--- src/shared/aux_cfg_pkg.sv ---
// Constants and types shared by the auxiliary configuration register bank.
package aux_cfg_pkg;
   localparam logic [15:0] crc_input_byte_off = 16'h03cc;
   localparam logic [15:0] bandgap_trim_off = 16'h03d4;
   localparam logic [15:0] osc_trim_low_config_off = 16'h03d8;
   localparam logic [15:0] aux_control_two_off = 16'h03dc;
   localparam logic [15:0] aux_control_one_off = 16'h03e0;
   localparam logic [16:0] flash_config_high_word_off = 17'h1fffc;
   localparam logic [15:0] irq_status_off = 16'h0400;
   localparam logic [15:0] irq_enable_off = 16'h0404;
   localparam logic [15:0] irq_clear_off = 16'h0408;
   localparam logic [15:0] event_status_off = 16'h040c;
   localparam int crc_index = 32'hf3;
   localparam int bandgap_index = 32'hf5;
   localparam int osc_index = 32'hf6;
   localparam int aux_two_index = 32'hf7;
   localparam int aux_one_index = 32'hf8;
   localparam int flash_cfg_index = 32'h7fff;
   localparam logic [7:0] osc_trim_low_config_rst = 8'h00;
   localparam logic [7:0] aux_control_two_rst = 8'h00;
   localparam logic [7:0] aux_control_one_rst = 8'h00;
   localparam logic [7:0] bandgap_trim_rst = 8'h00;
   localparam int osc_trim_lsb = 0;
   localparam int watchdog_mode_lsb = 6;
   localparam int low_power_saving_bit = 7;
   localparam int watchdog_clear_bit = 7;
   localparam int timer_three_clear_bit = 6;
   localparam int touch_start_bit = 5;
   localparam int adc_start_bit = 4;
   localparam int reference_out_bit = 4;
   localparam int wide_divide_bit = 3;
   localparam int prog_wdt_lsb = 1;
   localparam int wide_muldiv_bit = 0;
   localparam int brownout_disable_bit = 3;
   localparam int timer_two_sel_bit = 2;
   localparam int timer_one_sel_bit = 1;
   localparam int pointer_bank_bit = 0;
   localparam int code_protect_bit = 7;
   localparam int ext_reset_bit = 6;
   localparam int level_lsb = 3;
   localparam int locked_area_bit = 1;
   localparam int osc_select_bit = 0;
   localparam int clk_mhz = 10;
   localparam real prog_wdt_time_1_ms = 0.8;
   localparam real prog_wdt_time_2_ms = 3.2;
   localparam real prog_wdt_time_3_ms = 6.4;
   localparam int prog_wdt_cycles_1 =
      int'(prog_wdt_time_1_ms * 1000.0) * clk_mhz;
   localparam int prog_wdt_cycles_2 =
      int'(prog_wdt_time_2_ms * 1000.0) * clk_mhz;
   localparam int prog_wdt_cycles_3 =
      int'(prog_wdt_time_3_ms * 1000.0) * clk_mhz;
   localparam int irq_bits = 3;
   typedef enum logic [2:0]
   {
      wdt_off = 3'b001,
      wdt_active_only = 3'b010,
      wdt_always = 3'b100
   } watchdog_mode_t;
   typedef enum logic [3:0]
   {
      pw_off = 4'b0001,
      pw_short = 4'b0010,
      pw_mid = 4'b0100,
      pw_long = 4'b1000
   } prog_wdt_t;
endpackage

--- src/verilog/strobe_hold.sv ---
// Start flag held until the finishing event or a software clear.
`timescale 1ns/10ps
module strobe_hold
(
   input wire logic aclk,
   input wire logic aresetn,
   input wire logic set_pulse,
   input wire logic sw_clear,
   input wire logic done_pulse,
   output logic flag
);
   import aux_cfg_pkg::*;
   logic flag_next;

   // A start in the same cycle as a finish wins, so no request is lost.
   always_comb
   begin
      flag_next = flag;
      if (sw_clear || done_pulse)
      begin
         flag_next = 1'b0;
      end
      if (set_pulse)
      begin
         flag_next = 1'b1;
      end
   end

   always_ff @(posedge aclk)
   begin
      if (!aresetn)
      begin
         flag <= 1'b0;
      end
      else
      begin
         flag <= flag_next;
      end
   end
endmodule

--- src/verilog/prog_watchdog.sv ---
// Timeout counter for the in-application-programming watchdog.
`timescale 1ns/10ps
module prog_watchdog
#(
   parameter int cycles_1 = aux_cfg_pkg::prog_wdt_cycles_1,
   parameter int cycles_2 = aux_cfg_pkg::prog_wdt_cycles_2,
   parameter int cycles_3 = aux_cfg_pkg::prog_wdt_cycles_3
)
(
   input wire logic aclk,
   input wire logic aresetn,
   input wire logic [1:0] sel,
   input wire logic restart,
   output logic timeout
);
   import aux_cfg_pkg::*;
   logic [17:0] count_reg;
   logic [17:0] limit;

   if (cycles_1 < 1 || cycles_3 >= (1 << 18))
   begin
      $error("prog_watchdog: timeout count out of range");
   end

   always_comb
   begin
      case (sel)
         2'h1: limit = 18'(cycles_1);
         2'h2: limit = 18'(cycles_2);
         2'h3: limit = 18'(cycles_3);
         default: limit = 18'h3ffff;
      endcase
   end

   always_ff @(posedge aclk)
   begin
      if (!aresetn || sel == 2'h0 || restart)
      begin
         count_reg <= 18'h00000;
         timeout <= 1'b0;
      end
      else if (count_reg + 18'h00001 >= limit)
      begin
         timeout <= 1'b1;
      end
      else
      begin
         count_reg <= count_reg + 18'h00001;
         timeout <= 1'b0;
      end
   end
endmodule

--- src/verilog/system_aux_config_regs.sv ---
// Auxiliary system configuration register bank behind AXI4-Lite.
`timescale 1ns/10ps
module system_aux_config_regs
#(
   parameter int prog_cycles_1 = aux_cfg_pkg::prog_wdt_cycles_1,
   parameter int prog_cycles_2 = aux_cfg_pkg::prog_wdt_cycles_2,
   parameter int prog_cycles_3 = aux_cfg_pkg::prog_wdt_cycles_3
)
(
   input wire logic aclk,
   input wire logic aresetn,
   input wire logic [16:0] s_axi_awaddr,
   input wire logic s_axi_awvalid,
   output logic s_axi_awready,
   input wire logic [31:0] s_axi_wdata,
   input wire logic [3:0] s_axi_wstrb,
   input wire logic s_axi_wvalid,
   output logic s_axi_wready,
   output logic [1:0] s_axi_bresp,
   output logic s_axi_bvalid,
   input wire logic s_axi_bready,
   input wire logic [16:0] s_axi_araddr,
   input wire logic s_axi_arvalid,
   output logic s_axi_arready,
   output logic [31:0] s_axi_rdata,
   output logic [1:0] s_axi_rresp,
   output logic s_axi_rvalid,
   input wire logic s_axi_rready,
   input wire logic [7:0] flash_cfg_word,
   input wire logic reference_enable,
   input wire logic sleep_mode,
   input wire logic adc_done,
   input wire logic touch_done,
   input wire logic timer_one_counter_mode,
   input wire logic timer_two_counter_mode,
   input wire logic timer_one_pin,
   input wire logic timer_two_pin,
   input wire logic slow_clock_div16,
   output logic [6:0] osc_freq_trim,
   output logic [3:0] reference_trim,
   output logic [2:0] watchdog_mode,
   output logic watchdog_run,
   output logic watchdog_clear_strobe,
   output logic timer_three_clear_strobe,
   output logic adc_conv_start,
   output logic touch_conv_start,
   output logic brownout_enable,
   output logic reference_to_pin,
   output logic [1:0] muldiv_mode,
   output logic program_watchdog_timeout,
   output logic timer_one_count_in,
   output logic timer_two_count_in,
   output logic pointer_bank_sel,
   output logic code_protect,
   output logic ext_reset_pin_en,
   output logic [2:0] brownout_level_sel,
   output logic locked_area_limited,
   output logic osc_freq_select,
   output logic irq
);
   import aux_cfg_pkg::*;

   //////////////////////////////////////////////////////////////////////////
   logic [7:0] osc_reg;
   logic [7:0] aux_two_reg;
   logic [7:0] aux_one_reg;
   logic [7:0] bandgap_reg;
   logic [7:0] crc_feed_byte_reg;
   logic [7:0] flash_cfg_reg;
   logic cfg_captured_reg;
   logic [irq_bits-1:0] irq_status_reg;
   logic [irq_bits-1:0] irq_enable_reg;
   logic [16:0] aw_addr_reg;
   logic aw_have_reg;
   logic [31:0] w_data_reg;
   logic [3:0] w_strb_reg;
   logic w_have_reg;
   logic wr_go;
   logic wr_lane0;
   logic wr_ok;
   logic [7:0] wbyte;
   logic adc_flag;
   logic touch_flag;
   logic pw_timeout;
   logic pw_timeout_d_reg;
   logic [irq_bits-1:0] events;
   logic [31:0] rd_word;
   logic rd_ok;

   function automatic logic hit(input logic [16:0] a, input logic [15:0] off);
      hit = (a[16:2] == {1'b0, off[15:2]}) || (a == 17'(off));
   endfunction

   function automatic logic is_cfg(input logic [16:0] a);
      is_cfg = (a[16:2] == 15'(flash_cfg_index));
   endfunction

   //////////////////////////////////////////////////////////////////////////
   // Write path takes address and data in either order.
   assign wr_go = aw_have_reg && w_have_reg && !s_axi_bvalid;
   assign wr_lane0 = wr_go && w_strb_reg[0];
   assign wbyte = w_data_reg[7:0];

   always_comb
   begin
      wr_ok = hit(aw_addr_reg, crc_input_byte_off) ||
         hit(aw_addr_reg, bandgap_trim_off) ||
         hit(aw_addr_reg, osc_trim_low_config_off) ||
         hit(aw_addr_reg, aux_control_two_off) ||
         hit(aw_addr_reg, aux_control_one_off) ||
         hit(aw_addr_reg, irq_enable_off) ||
         hit(aw_addr_reg, irq_clear_off);
   end

   always_ff @(posedge aclk)
   begin
      if (!aresetn)
      begin
         aw_have_reg <= 1'b0;
         aw_addr_reg <= 17'h00000;
         s_axi_awready <= 1'b0;
      end
      else if (s_axi_awvalid && s_axi_awready)
      begin
         aw_have_reg <= 1'b1;
         aw_addr_reg <= s_axi_awaddr;
         s_axi_awready <= 1'b0;
      end
      else if (wr_go)
      begin
         aw_have_reg <= 1'b0;
      end
      else
      begin
         s_axi_awready <= !aw_have_reg && !s_axi_bvalid;
      end
   end

   always_ff @(posedge aclk)
   begin
      if (!aresetn)
      begin
         w_have_reg <= 1'b0;
         w_data_reg <= 32'h00000000;
         w_strb_reg <= 4'h0;
         s_axi_wready <= 1'b0;
      end
      else if (s_axi_wvalid && s_axi_wready)
      begin
         w_have_reg <= 1'b1;
         w_data_reg <= s_axi_wdata;
         w_strb_reg <= s_axi_wstrb;
         s_axi_wready <= 1'b0;
      end
      else if (wr_go)
      begin
         w_have_reg <= 1'b0;
      end
      else
      begin
         s_axi_wready <= !w_have_reg && !s_axi_bvalid;
      end
   end

   always_ff @(posedge aclk)
   begin
      if (!aresetn)
      begin
         s_axi_bvalid <= 1'b0;
         s_axi_bresp <= 2'h0;
      end
      else if (wr_go)
      begin
         s_axi_bvalid <= 1'b1;
         s_axi_bresp <= wr_ok ? 2'h0 : 2'h2;
      end
      else if (s_axi_bready)
      begin
         s_axi_bvalid <= 1'b0;
      end
   end

   //////////////////////////////////////////////////////////////////////////
   always_ff @(posedge aclk)
   begin
      if (!aresetn)
      begin
         osc_reg <= osc_trim_low_config_rst;
         bandgap_reg <= bandgap_trim_rst;
         crc_feed_byte_reg <= 8'h00;
         aux_one_reg <= aux_control_one_rst;
      end
      else if (wr_lane0)
      begin
         if (hit(aw_addr_reg, osc_trim_low_config_off))
         begin
            osc_reg <= wbyte;
         end
         if (hit(aw_addr_reg, bandgap_trim_off))
         begin
            bandgap_reg <= {4'h0, wbyte[3:0]};
         end
         if (hit(aw_addr_reg, crc_input_byte_off))
         begin
            crc_feed_byte_reg <= wbyte;
         end
         if (hit(aw_addr_reg, aux_control_one_off))
         begin
            aux_one_reg <= wbyte;
         end
      end
   end

   // Strobe bits live for exactly one cycle after the write.
   always_ff @(posedge aclk)
   begin
      if (!aresetn)
      begin
         aux_two_reg <= aux_control_two_rst;
      end
      else
      begin
         aux_two_reg[watchdog_clear_bit] <= 1'b0;
         aux_two_reg[timer_three_clear_bit] <= 1'b0;
         if (wr_lane0 && hit(aw_addr_reg, aux_control_two_off))
         begin
            aux_two_reg <= wbyte;
         end
      end
   end

   strobe_hold adc_hold
   (
      .aclk(aclk),
      .aresetn(aresetn),
      .set_pulse(wr_lane0 && hit(aw_addr_reg, aux_control_two_off) &&
         wbyte[adc_start_bit]),
      .sw_clear(wr_lane0 && hit(aw_addr_reg, aux_control_two_off) &&
         !wbyte[adc_start_bit]),
      .done_pulse(adc_done),
      .flag(adc_flag)
   );

   strobe_hold touch_hold
   (
      .aclk(aclk),
      .aresetn(aresetn),
      .set_pulse(wr_lane0 && hit(aw_addr_reg, aux_control_two_off) &&
         wbyte[touch_start_bit]),
      .sw_clear(wr_lane0 && hit(aw_addr_reg, aux_control_two_off) &&
         !wbyte[touch_start_bit]),
      .done_pulse(touch_done),
      .flag(touch_flag)
   );

   prog_watchdog #(
      .cycles_1(prog_cycles_1),
      .cycles_2(prog_cycles_2),
      .cycles_3(prog_cycles_3)
   ) prog_wdt
   (
      .aclk(aclk),
      .aresetn(aresetn),
      .sel(aux_two_reg[prog_wdt_lsb +: 2]),
      .restart(aux_two_reg[watchdog_clear_bit]),
      .timeout(pw_timeout)
   );

   // The word is taken while reset is held and at the first edge after release, so it applies from the start.
   always_ff @(posedge aclk)
   begin
      if (!aresetn)
      begin
         cfg_captured_reg <= 1'b0;
      end
      else
      begin
         cfg_captured_reg <= 1'b1;
      end
   end

   always_ff @(posedge aclk)
   begin
      if (!cfg_captured_reg)
      begin
         flash_cfg_reg <= flash_cfg_word;
      end
   end

   //////////////////////////////////////////////////////////////////////////
   assign events = {pw_timeout && !pw_timeout_d_reg, touch_done, adc_done};

   always_ff @(posedge aclk)
   begin
      if (!aresetn)
      begin
         irq_status_reg <= '0;
         irq_enable_reg <= '0;
         pw_timeout_d_reg <= 1'b0;
         irq <= 1'b0;
      end
      else
      begin
         pw_timeout_d_reg <= pw_timeout;
         if (wr_lane0 && hit(aw_addr_reg, irq_enable_off))
         begin
            irq_enable_reg <= wbyte[irq_bits-1:0];
         end
         // A new event beats a clear in the same cycle.
         if (wr_lane0 && hit(aw_addr_reg, irq_clear_off))
         begin
            irq_status_reg <= (irq_status_reg & ~wbyte[irq_bits-1:0]) |
               events;
         end
         else
         begin
            irq_status_reg <= irq_status_reg | events;
         end
         irq <= |(irq_status_reg & irq_enable_reg);
      end
   end

   //////////////////////////////////////////////////////////////////////////
   always_comb
   begin
      rd_ok = 1'b1;
      rd_word = 32'h00000000;
      if (hit(s_axi_araddr, bandgap_trim_off))
         rd_word[7:0] = bandgap_reg;
      else if (hit(s_axi_araddr, osc_trim_low_config_off))
         rd_word[7:0] = osc_reg;
      else if (hit(s_axi_araddr, aux_control_two_off))
         rd_word[7:0] = {aux_two_reg[7:6], touch_flag, adc_flag,
            aux_two_reg[3:0]};
      else if (hit(s_axi_araddr, aux_control_one_off))
         rd_word[7:0] = aux_one_reg;
      else if (is_cfg(s_axi_araddr))
         rd_word[7:0] = flash_cfg_reg;
      else if (hit(s_axi_araddr, irq_status_off))
         rd_word[irq_bits-1:0] = irq_status_reg;
      else if (hit(s_axi_araddr, irq_enable_off))
         rd_word[irq_bits-1:0] = irq_enable_reg;
      else if (hit(s_axi_araddr, event_status_off))
         rd_word[3:0] = {sleep_mode, pw_timeout, touch_flag, adc_flag};
      else
         rd_ok = hit(s_axi_araddr, crc_input_byte_off) ||
            hit(s_axi_araddr, irq_clear_off);
   end

   always_ff @(posedge aclk)
   begin
      if (!aresetn)
      begin
         s_axi_arready <= 1'b0;
         s_axi_rvalid <= 1'b0;
         s_axi_rdata <= 32'h00000000;
         s_axi_rresp <= 2'h0;
      end
      else if (s_axi_arvalid && s_axi_arready)
      begin
         s_axi_arready <= 1'b0;
         s_axi_rvalid <= 1'b1;
         s_axi_rdata <= rd_word;
         s_axi_rresp <= rd_ok ? 2'h0 : 2'h2;
      end
      else if (s_axi_rvalid)
      begin
         if (s_axi_rready)
            s_axi_rvalid <= 1'b0;
      end
      else
      begin
         s_axi_arready <= 1'b1;
      end
   end

   //////////////////////////////////////////////////////////////////////////
   always_ff @(posedge aclk)
   begin
      if (!aresetn)
      begin
         osc_freq_trim <= 7'h00;
         reference_trim <= 4'h0;
         watchdog_mode <= wdt_off;
         watchdog_run <= 1'b0;
         watchdog_clear_strobe <= 1'b0;
         timer_three_clear_strobe <= 1'b0;
         adc_conv_start <= 1'b0;
         touch_conv_start <= 1'b0;
         brownout_enable <= 1'b1;
         reference_to_pin <= 1'b0;
         muldiv_mode <= 2'h0;
         program_watchdog_timeout <= 1'b0;
         timer_one_count_in <= 1'b0;
         timer_two_count_in <= 1'b0;
         pointer_bank_sel <= 1'b0;
      end
      else
      begin
         osc_freq_trim <= osc_reg[6:0];
         reference_trim <= bandgap_reg[3:0];
         case (osc_reg[watchdog_mode_lsb +: 2])
            2'h2:
            begin
               watchdog_mode <= wdt_active_only;
               watchdog_run <= !sleep_mode;
            end
            2'h3:
            begin
               watchdog_mode <= wdt_always;
               watchdog_run <= 1'b1;
            end
            default:
            begin
               watchdog_mode <= wdt_off;
               watchdog_run <= 1'b0;
            end
         endcase
         watchdog_clear_strobe <= aux_two_reg[watchdog_clear_bit];
         timer_three_clear_strobe <= aux_two_reg[timer_three_clear_bit];
         adc_conv_start <= adc_flag;
         touch_conv_start <= touch_flag;
         brownout_enable <= !aux_one_reg[brownout_disable_bit] &&
            !(osc_reg[low_power_saving_bit] && sleep_mode);
         reference_to_pin <= aux_two_reg[reference_out_bit] &&
            reference_enable;
         // Bit 1 is wide mode, bit 0 the 32/16 divide, gated by wide mode.
         muldiv_mode <= {aux_two_reg[wide_muldiv_bit],
            aux_two_reg[wide_muldiv_bit] &&
            aux_two_reg[wide_divide_bit]};
         program_watchdog_timeout <= pw_timeout;
         timer_one_count_in <= timer_one_counter_mode &&
            (aux_one_reg[timer_one_sel_bit] ? slow_clock_div16 :
            timer_one_pin);
         timer_two_count_in <= timer_two_counter_mode &&
            (aux_one_reg[timer_two_sel_bit] ? slow_clock_div16 :
            timer_two_pin);
         pointer_bank_sel <= aux_one_reg[pointer_bank_bit];
      end
   end

   // Straps come from the latched word, so they follow the input word while reset is held.
   always_ff @(posedge aclk)
   begin
      code_protect <= !flash_cfg_reg[code_protect_bit];
      ext_reset_pin_en <= !flash_cfg_reg[ext_reset_bit];
      brownout_level_sel <= flash_cfg_reg[level_lsb +: 3];
      locked_area_limited <= !flash_cfg_reg[locked_area_bit];
      osc_freq_select <= flash_cfg_reg[osc_select_bit];
   end
endmodule

--- config.mk ---
export PLATFORM = sky130hd
export DESIGN_NAME = system_aux_config_regs
export DESIGN_NICKNAME = d
export VERILOG_FILES = /design/src/shared/aux_cfg_pkg.sv /design/src/verilog/strobe_hold.sv /design/src/verilog/prog_watchdog.sv /design/src/verilog/system_aux_config_regs.sv
export SDC_FILE = /design/constraint.sdc
export NUM_CORES = 1
export LEC_CHECK = 0
export ABC_AREA = 1
export BUFFER_PORTS_ARGS = -buffer_cell sky130_fd_sc_hd__buf_2
export CORE_ASPECT_RATIO = 1.1
export CORE_MARGIN = 4
export CORE_UTILIZATION = 50
export CTS_CLUSTER_DIAMETER = 80
export CTS_CLUSTER_SIZE = 40
export DETAILED_ROUTE_END_ITERATION = 10
export PLACE_DENSITY = 0.85
export SLEW_MARGIN = 25
export SYNTH_ARGS = -nofsm -noshare
export SYNTH_HDL_FRONTEND = slang
export SYNTH_SLANG_ARGS = --single-unit
--- constraint.sdc ---
create_clock -name aclk -period 3.2 [get_ports aclk]
set_clock_uncertainty 0.05 [all_clocks]
set_input_delay 0.64 -clock aclk [delete_from_list [all_inputs] [get_ports aclk]]
set_output_delay 0.64 -clock aclk [all_outputs]
set_load 0.01 [all_outputs]
==> results of run 1 <==
==> kinds of logic after synthesis <==
| kind of cell | share of synthesized area, % |
|---|---|
| AOI/OAI and AO/OA | 12.5 |
| xor gates and xnor gates | 1.74 |
| adders and majority gates | 4.20 |
| buffers and inverters | 11.0 |
| DFF | 43.7 |
| other | 0.0573 |
| and+or+nand+nor | 26.8 |
==> critical path: stages, from the launching register on <==
cell	delay, ps
dfxtp_1	400
nand2_1	140
nor2_4	140
nand4_1	140
nor2_1	120
nand2_1	60
nor3_1	190
xnor2_1	180
inv_1	70
ha_1	320
a21oi_1	240
nor2_1	90
a211oi_2	180
buf_4	200
nand2_4	90
inv_6	150
nor2_1	50
nor2_1	110
==> routing by layer <==
layer | routed length, microns | up-vias
li1 | - | 3086
met5 | 0 | -
met4 | 288 | 0
met2 | 8400 | 239
met1 | 7040 | 2810
met3 | 1140 | 36
==> area by class of cell <==
type | count | area, sq um | area share [%]
Clock inverter | 13 | 131 | 1.70
Clock buffer | 18 | 439 | 5.67
Tap cell | 157 | 196 | 2.54
Inverter | 111 | 422 | 5.45
Multi-Input combinational cell | 614 | 3060 | 39.6
Timing Repair Buffer | 121 | 623 | 8.05
Sequential cell | 139 | 2860 | 37.0
==> where the power goes <==
| group | internal [mW] | switching, mW |
|---|---|---|
| Combinational | 0.0792 | 0.157 |
| Sequential | 1.79 | 0.0282 |
| Clock | 1.10 | 0.794 |
| Total | 2.98 | 0.980 |
==> placed cells by master (no fill, tap or decap), types with 8 or more instances in the layout <==
cell type	count
nor2_1	124
o21ai_0	61
nor3_1	17
nand2_1	161
a21oi_1	64
nand3_1	52
edfxtp_1	8
dfxtp_1	130
buf_2	114
inv_1	108
clkbuf_16	17
conb_1	26
ha_1	22
nand4_1	26
xor2_1	10
==> stage by stage <==
stage	setup slack, ps	std cells	util, %	cell area [sq um]
detailed placement	316	1142	56.4	7170
global route	8.59	1173	61.0	7740
CTS	226	1173	60.9	7740
finish	209	1173	61.0	7740
global placement	373	1142	56.4	7170
floorplan	341	910	-	6640
==> worst paths after layout <==
| kind | cells after the start | end | startpoint | slack, ps |
|---|---|---|---|---|
| hold / removal | 0 | brownout_level_sel[0] | flash_cfg_reg[3] | 330 |
| setup reg to reg | 17 | prog_wdt.count_reg[10] | prog_wdt.count_reg[5] | 210 |
| hold reg to reg | 0 | brownout_level_sel[0] | flash_cfg_reg[3] | 330 |
| setup / recovery | 17 | prog_wdt.count_reg[10] | prog_wdt.count_reg[5] | 210 |
==> flow_metrics.env, run 1 <==
export IMPL_vias_per_cell=5.26
export IMPL_ys_seq_area_share_pct=43.7
export IMPL_fin_crit_ps=2990
export IMPL_synth_cell_types=43
export IMPL_synth_edf_count=8
export IMPL_hold_path_class="register to register"
export IMPL_drive_gt1_share_pct=16.7
export IMPL_min_period_over_period_pct=93.5
export IMPL_grt_pass1_wl_microns=27200
export IMPL_setup_tns_final_ps=0
export IMPL_num_vias=6171
export IMPL_synth_common_cells="nand2_1 (161), dfxtp_1 (131), nor2_1 (125)"
export IMPL_peakVddDrop_v=0.000408
export IMPL_drc=0
export IMPL_ctsRootBufferMaster="clkbuf_16"
export IMPL_p_leak_nw=3.79
export IMPL_finalHoldViolCount=0
export IMPL_tritoncts="yes"
export IMPL_cts_sinks=139
export IMPL_synth_most_common_cell="nand2_1"
export IMPL_nFillCells=1104
export IMPL_end_kind="register"
export IMPL_finalSetupViolations=0
export IMPL_largest_reg_flops=18
export IMPL_worstPathMaxFanout=16
export IMPL_wirelength_microns=16900
export IMPL_syn_mean_instance_area_sq_um=7.40
export IMPL_syn_area_sq_um=6550
export IMPL_critPathArrivalTime_ps=3300
export IMPL_drt_initial_drc_count=506
export IMPL_synth_cells=885
export IMPL_fin_nets=1120
export IMPL_place_hpwl_microns=12400
export IMPL_path_clk_slew_ps=60
export IMPL_grt_busiest_layer="met2"
export IMPL_critPathKind="register to register"
export IMPL_place_gp_congestion=0.940
export IMPL_syn2layout_area_growth_pct=18.2
export IMPL_critPathLaunchType="register"
export IMPL_core_sq_um=12700
export IMPL_fmax_mhz=334
export IMPL_ctsResizeCount=0
export IMPL_grt_pass1_vias=5773
export IMPL_drt_pass1_iter_count=5
export IMPL_grt_max_degree=84
export IMPL_portBuffers=114
export IMPL_tightest_slew_ps=729
export IMPL_wl_per_cell_microns=14.4
export IMPL_met3_usage_pct=5.34
export IMPL_grt_remaining_overflow=0
export IMPL_dieWidth_microns=117
export IMPL_yosys_area_top_type="dfxtp_1"
export IMPL_die_area_sq_um=15000
export IMPL_holdWs_ps=328
export IMPL_cts_setup_buffers=0
export IMPL_antenna_found_initial=0
export IMPL_maxCapViolations=0
export IMPL_n_antenna_cell=0
export IMPL_rsz0062_at_grt="no"
export IMPL_die_y_microns=128
export IMPL_synthArstFlopShare_pct=0
export IMPL_ctsHoldBuffers=0
export IMPL_cts_buffer_depth=2
export IMPL_cp_data_required_time_ps=3510
export IMPL_ios=170
export IMPL_yosys_warnings=0
export IMPL_synth_area_leaders="dfxtp_1 (40%), nand2_1 (9.2%), nor2_1 (7.2%), inv_1 (6.2%), a21oi_1 (4.9%)"
export IMPL_power_density_nw_per_um2=511
export IMPL_slew_viol_final=0
export IMPL_total_power_mw=3.96
export IMPL_grt_use_total_pct=22.8
export IMPL_initial_utilization_pct=51.6
export IMPL_synth_seq_cells=139
export IMPL_grt_met1_usage_pct=29.0
export IMPL_num_rows=43
export IMPL_yosysTopAreaCellShare_pct=40.0
export IMPL_insertion_delay_ps=430
export IMPL_outcome="finished clean"
export IMPL_slew_headroom_pct=51.0
export IMPL_htreeDepth=4
export IMPL_drt_antenna_violating_nets=0
export IMPL_cts_buffers=17
export IMPL_synth_flop_cell="dfxtp_1"
export IMPL_grt_use_met2_pct=38.1
(Power assumes the default switching activity.)
==> run 2: changes to the inputs <==
CORE_ASPECT_RATIO = 1.25   (was 1.1)
==> run 2 against run 1 <==
Wire length shrank 2.5%. Design area grew 0.66%. Register-to-register slack better by 50 ps. Via count about the same. Setup slack improved by 47 ps. Count of clock-buffer cells in the layout grew 3. Die area is essentially flat. Utilization hardly changed. Global-route usage down 0.47 points. Worst hold slack better by 1.3 ps. Sequential share of layout area shrank 0.24 points.
==> flow_metrics.env, run 2 (synthesized netlist as in run 1, its figures left out) <==
export IMPL_initial_utilization_pct=51.3
export IMPL_worstPathMaxFanout=16
export IMPL_rsz0062_at_grt="no"
export IMPL_min_period_over_period_pct=92.0
export IMPL_critPathTopFamily="simple AND/OR/NAND/NOR gates"
export IMPL_power_density_nw_per_um2=506
export IMPL_tightest_slew_ps=712
export IMPL_cts_sinks=139
export IMPL_cts_buffers=17
export IMPL_ios=170
export IMPL_p_leak_nw=3.80
export IMPL_die_y_microns=136
export IMPL_num_rows=46
export IMPL_antenna_found_initial=1
export IMPL_path_clk_slew_ps=60
export IMPL_clkPwrFrac_pct=47.8
export IMPL_setup_tns_final_ps=0
export IMPL_most_common_layout_cells="nand2_1 (161), dfxtp_1 (130), nor2_1 (125), buf_2 (114), inv_1 (108)"
export IMPL_syn2layout_area_growth_pct=18.9
export IMPL_die_area_sq_um=15000
export IMPL_nFillCells=1132
export IMPL_power_frac_comb_pct=5.9
export IMPL_maxCapViolations=0
export IMPL_fmax_mhz=340
export IMPL_cp_data_required_time_ps=3490
export IMPL_max_stage_delay_ps=420
export IMPL_cts_buffer_depth=2
export IMPL_ctsRootBufferMaster="clkbuf_16"
export IMPL_switchingPower_mw=0.945
export IMPL_grt_remaining_overflow=0
export IMPL_slew_headroom_pct=52.5
export IMPL_grt_pass1_wl_microns=26500
export IMPL_tritoncts="yes"
export IMPL_htreeDepth=4
export IMPL_critPathArrivalTime_ps=3230
export IMPL_pre_cts_slack_ps=254
export IMPL_wl_per_cell_microns=13.8
export IMPL_finalSetupViolations=0
export IMPL_grt_use_total_pct=22.3
export IMPL_multi_input_area_sq_um=3070
export IMPL_vias_per_cell=5.19
export IMPL_outcome="finished clean"
export IMPL_num_vias=6175
export IMPL_final_common_cell="nand2_1"
export IMPL_worstPathCellList="nand2_1 > nor2_4 > nand4_1 > nor2_1 > nand2_1 > nor3_2 > xnor2_1 > inv_1 > ha_1 > a21oi_1 > nor2_1 > a211oi_2 > buf_4 > nand2_4 > inv_6 > nor2_1 > nor2_1"
export IMPL_critPathLaunchType="register"
export IMPL_largest_reg_flops=18
export IMPL_core_sq_um=12800
export IMPL_drt_pass1_iter_count=5
export IMPL_slew_viol_final=0
export IMPL_switching_share_pct=24.0
export IMPL_ctsHoldBuffers=0
export IMPL_dieWidth_microns=110
export IMPL_grt_pass1_vias=5742
export IMPL_hold_path_class="register to register"
export IMPL_critPathBufInv=3
export IMPL_finalHoldViolCount=0
export IMPL_fin_crit_ps=2940
export IMPL_peakVddDrop_v=0.000363
export IMPL_seqPwrFrac_pct=46.3
export IMPL_grt_max_degree=84
export IMPL_fin_nets=1124
export IMPL_end_kind="register"
export IMPL_p_int_mw=2.99
export IMPL_drive_gt1_share_pct=16.9
export IMPL_path_common_cell="nor2_1"
export IMPL_wirelength_microns=16400
export IMPL_drc=0
export IMPL_drt_initial_drc_count=496
export IMPL_critPathKind="register to register"
export IMPL_place_hpwl_microns=12200
export IMPL_drt_antenna_violating_nets=0
export IMPL_regArea_sq_um=2860
export IMPL_setup_ws_ps=255
export IMPL_insertion_delay_ps=410
export IMPL_place_gp_congestion=0.922
export IMPL_portBuffers=114
export IMPL_cp_slowest_cell="dfxtp_1"
[run 2: changes by cell type in the layout (fill, tap and decap cells not counted), sizes merged]
| cell | delta |
|---|---|
| clkinvlp | +2 |
| inv | -4 |
| buf | +4 |
| clkbuf | +3 |
| diode | +1 |
[run 2: what timing repair did]
action	4_1_cts	5_1_grt
gates resized for setup	0	2
setup endpoints to repair	0	7
setup buffers	0	1
[run 2: area by class of cell]
type	instances	area share (%)
multi-input cells	614	39.4
flip-flops and latches	139	36.8
repair buffers	125	8.38
clock buffers	21	5.91
inverters	111	5.41
well taps	168	2.70
clock inverters	11	1.45
diodes	1	0.0321
[run 2: metal layers]
metal | vias up | wire length, microns | GRT usage, %
li1 | 3105 | - | -
met1 | 2787 | 6620 | 27.2
met2 | 239 | 8240 | 37.9
met3 | 44 | 1070 | 4.75
met4 | 0 | 513 | 9.17
met5 | - | 0 | 0
[run 2: through the flow]
| step | power [mW] | utilization, % | instance area [sq um] | instances | hold WS, ps |
|---|---|---|---|---|---|
| after floorplan | 2.02 | - | 6640 | 910 | 298 |
| after global placement | 2.08 | 56.4 | 7200 | 1156 | 322 |
| after detailed placement | 2.09 | 56.4 | 7200 | 1156 | 312 |
| after CTS | 3.96 | 60.9 | 7770 | 1188 | 333 |
| after global routing | 4.07 | 61.0 | 7790 | 1190 | 336 |
| final | 3.94 | 61.0 | 7790 | 1190 | 329 |
[run 2: path summary, 6_finish.rpt]
path / depth (start not counted) / to / slack [ps] / from
min: 0 / osc_freq_select / 330 / flash_cfg_reg[0]
max: 17 / prog_wdt.count_reg[0] / 260 / prog_wdt.count_reg[5]
max reg2reg: 17 / prog_wdt.count_reg[0] / 260 / prog_wdt.count_reg[5]
min reg2reg: 0 / osc_freq_select / 330 / flash_cfg_reg[0]
[run 2: power groups by stage]
stage,logic (mW),registers [mW],clock network [mW]
global route,0.266,1.83,1.98
global placement,0.227,1.86,0
detailed placement,0.230,1.86,0
floorplan,0.158,1.86,0
finish,0.233,1.82,1.88
CTS,0.232,1.82,1.90
==> run 3: changes to the inputs <==
REMOVE_ABC_BUFFERS = 1   (was unset)
==> run 3 against run 2 <==
Combinational power hardly changed. Design area decreased by 0.22%. Sequential power is essentially flat. Sequential cell count unchanged. Register-to-register slack hardly changed. Critical path type unchanged.
==> flow_metrics.env, run 3 (synthesized netlist as in run 1, its figures left out) <==
export IMPL_place_gp_congestion=0.971
export IMPL_end_kind="register"
export IMPL_ios=170
export IMPL_vias_per_cell=5.24
export IMPL_fmax_mhz=339
export IMPL_ctsHoldBuffers=0
export IMPL_wl_per_cell_microns=14.6
export IMPL_antenna_found_initial=0
export IMPL_insertion_delay_ps=420
export IMPL_core_sq_um=12800
export IMPL_switchingPower_mw=1.02
export IMPL_wirelength_microns=17400
export IMPL_fin_nets=1122
export IMPL_regToRegSetupSlack_ps=250
export IMPL_cp_data_required_time_ps=3500
export IMPL_path_common_cell="nand2_1"
export IMPL_critPathKind="register to register"
export IMPL_final_common_cell="nand2_1"
export IMPL_worstPathMaxFanout=16
export IMPL_num_vias=6220
export IMPL_finalSetupViolations=0
export IMPL_p_leak_nw=3.80
export IMPL_power_density_nw_per_um2=513
export IMPL_reg2regPathDepth=19
export IMPL_seqPwrFrac_pct=45.7
export IMPL_critPathArrivalTime_ps=3250
export IMPL_hold_start="flash_cfg_reg[3]"
export IMPL_setup_tns_final_ps=0
export IMPL_grt_remaining_overflow=0
export IMPL_wl_met2_microns=9100
export IMPL_grt_max_degree=84
export IMPL_largest_reg_flops=18
export IMPL_cp_slowest_cell="dfxtp_1"
export IMPL_min_period_over_period_pct=92.2
export IMPL_final_cells=1188
export IMPL_wl_met1_microns=6690
export IMPL_ctsResizeCount=0
export IMPL_slew_headroom_pct=51.5
export IMPL_place_hpwl_microns=12700
export IMPL_dieWidth_microns=110
export IMPL_slew_viol_final=0
export IMPL_switching_share_pct=25.5
export IMPL_initial_utilization_pct=51.3
export IMPL_p_int_mw=2.97
export IMPL_dp_cells=1155
export IMPL_drive_gt1_share_pct=16.8
export IMPL_peakVddDrop_v=0.000346
export IMPL_path_clk_slew_ps=60
export IMPL_finalCoreUtilization_pct=60.8
export IMPL_num_rows=46
export IMPL_reg2reg_to="prog_wdt.count_reg[1]"
export IMPL_rsz0062_at_grt="no"
export IMPL_max_stage_delay_ps=440
export IMPL_finalHoldViolCount=0
export IMPL_critPathCapture="prog_wdt.count_reg[1]"
export IMPL_clkPwrFrac_pct=48.4
export IMPL_nFillCells=1145
export IMPL_cts_setup_buffers=0
export IMPL_die_area_sq_um=15000
export IMPL_drt_pass1_iter_count=7
export IMPL_most_common_layout_cells="nand2_1 (161), dfxtp_1 (131), nor2_1 (125), buf_2 (114), inv_1 (108)"
export IMPL_drt_initial_drc_count=413
export IMPL_worstReg2RegStart="prog_wdt.count_reg[0]"
export IMPL_maxCapViolations=0
export IMPL_cts_sinks=139
export IMPL_worstPathCellList="nand2_1 > nor2_1 > buf_4 > nand2_1 > xor2_1 > inv_1 > ha_1 > a21oi_1 > o21a_1 > nand3_1 > nand2_1 > nand2_1 > nand3_1 > nand2_2 > nand2_4 > nand2_4 > inv_6 > nor2_1 > nor2_1"
export IMPL_ctsRootBufferMaster="clkbuf_16"
export IMPL_stdcell_area_sq_um=7770
export IMPL_min_path_cells=0
export IMPL_grt_pass1_wl_microns=27800
export IMPL_outcome="finished clean"
export IMPL_htreeDepth=4
export IMPL_power_frac_comb_pct=5.9
export IMPL_grt_pass1_vias=5995
export IMPL_dpl_cell_area_sq_um=7190
export IMPL_portBuffers=114
export IMPL_multi_input_area_sq_um=3060
export IMPL_drc=0
export IMPL_critPathLaunchType="register"
export IMPL_hold_path_class="register to register"
export IMPL_tightest_slew_ps=727
export IMPL_cts_buffers=17
export IMPL_grt_use_total_pct=23.6
export IMPL_route_met3_wl_microns=1140
export IMPL_regArea_sq_um=2860
export IMPL_cts_buffer_depth=2
export IMPL_tritoncts="yes"
export IMPL_routed_top_layer="met4"
export IMPL_syn2layout_area_growth_pct=18.7
export IMPL_drt_antenna_violating_nets=0
export IMPL_critPathLaunch="prog_wdt.count_reg[0]"
export IMPL_fin_crit_ps=2950
export IMPL_die_y_microns=136
## run 3: worst min-delay path by stage
stage / end / slack (ps)
after floorplan: brownout_level_sel[0] / 300
final: brownout_level_sel[0] / 340
after global placement: brownout_level_sel[1] / 320
after detailed placement: brownout_level_sel[0] / 320
after CTS: flash_cfg_reg[7] / 340
after global routing: flash_cfg_reg[7] / 330
## run 3: metal layers
| layer | vias to the layer above | global-route usage (%) |
|---|---|---|
| met5 | - | 0 |
| met4 | 0 | 9.99 |
| met3 | 42 | 5.32 |
| met2 | 231 | 41.8 |
| met1 | 2852 | 26.8 |
| li1 | 3095 | - |
## run 3: through the flow
| step | worst slack, ps | power [mW] | hold WS [ps] |
|---|---|---|---|
| 6_report | 251 | 3.99 | 340 |
| 2_1_floorplan | 163 | 1.98 | 298 |
| 5_1_grt | 35.4 | 4.12 | 331 |
| 3_5_place_dp | 309 | 2.09 | 323 |
| 4_1_cts | 271 | 4.00 | 336 |
| 3_3_place_gp | 349 | 2.09 | 322 |
## run 3: area by class of cell
class | count | share of cell area (%)
clock buffer | 17 | 5.47
timing repair buffer | 123 | 8.21
antenna | 1 | 0.0322
clock inverter | 15 | 1.95
multi-input combinational | 614 | 39.4
tap | 168 | 2.70
inverter | 111 | 5.42
sequential | 139 | 36.8
## run 3: critical path, delay by kind of cell (launching register included)
family | cells | cell delay, ps
DFF | 1 | 440
buffers and inverters | 3 | 410
xor gates and xnor gates | 1 | 230
and+or+nand+nor | 12 | 1090
AOI/OAI and AO/OA | 2 | 310
adders and majority gates | 1 | 330
## run 3: power groups by stage
stage | Clock, mW | Sequential [mW] | Combinational, mW
floorplan | 0 | 1.86 | 0.121
global placement | 0 | 1.86 | 0.227
detailed placement | 0 | 1.86 | 0.232
CTS | 1.95 | 1.82 | 0.233
global route | 2.03 | 1.83 | 0.265
finish | 1.93 | 1.82 | 0.234
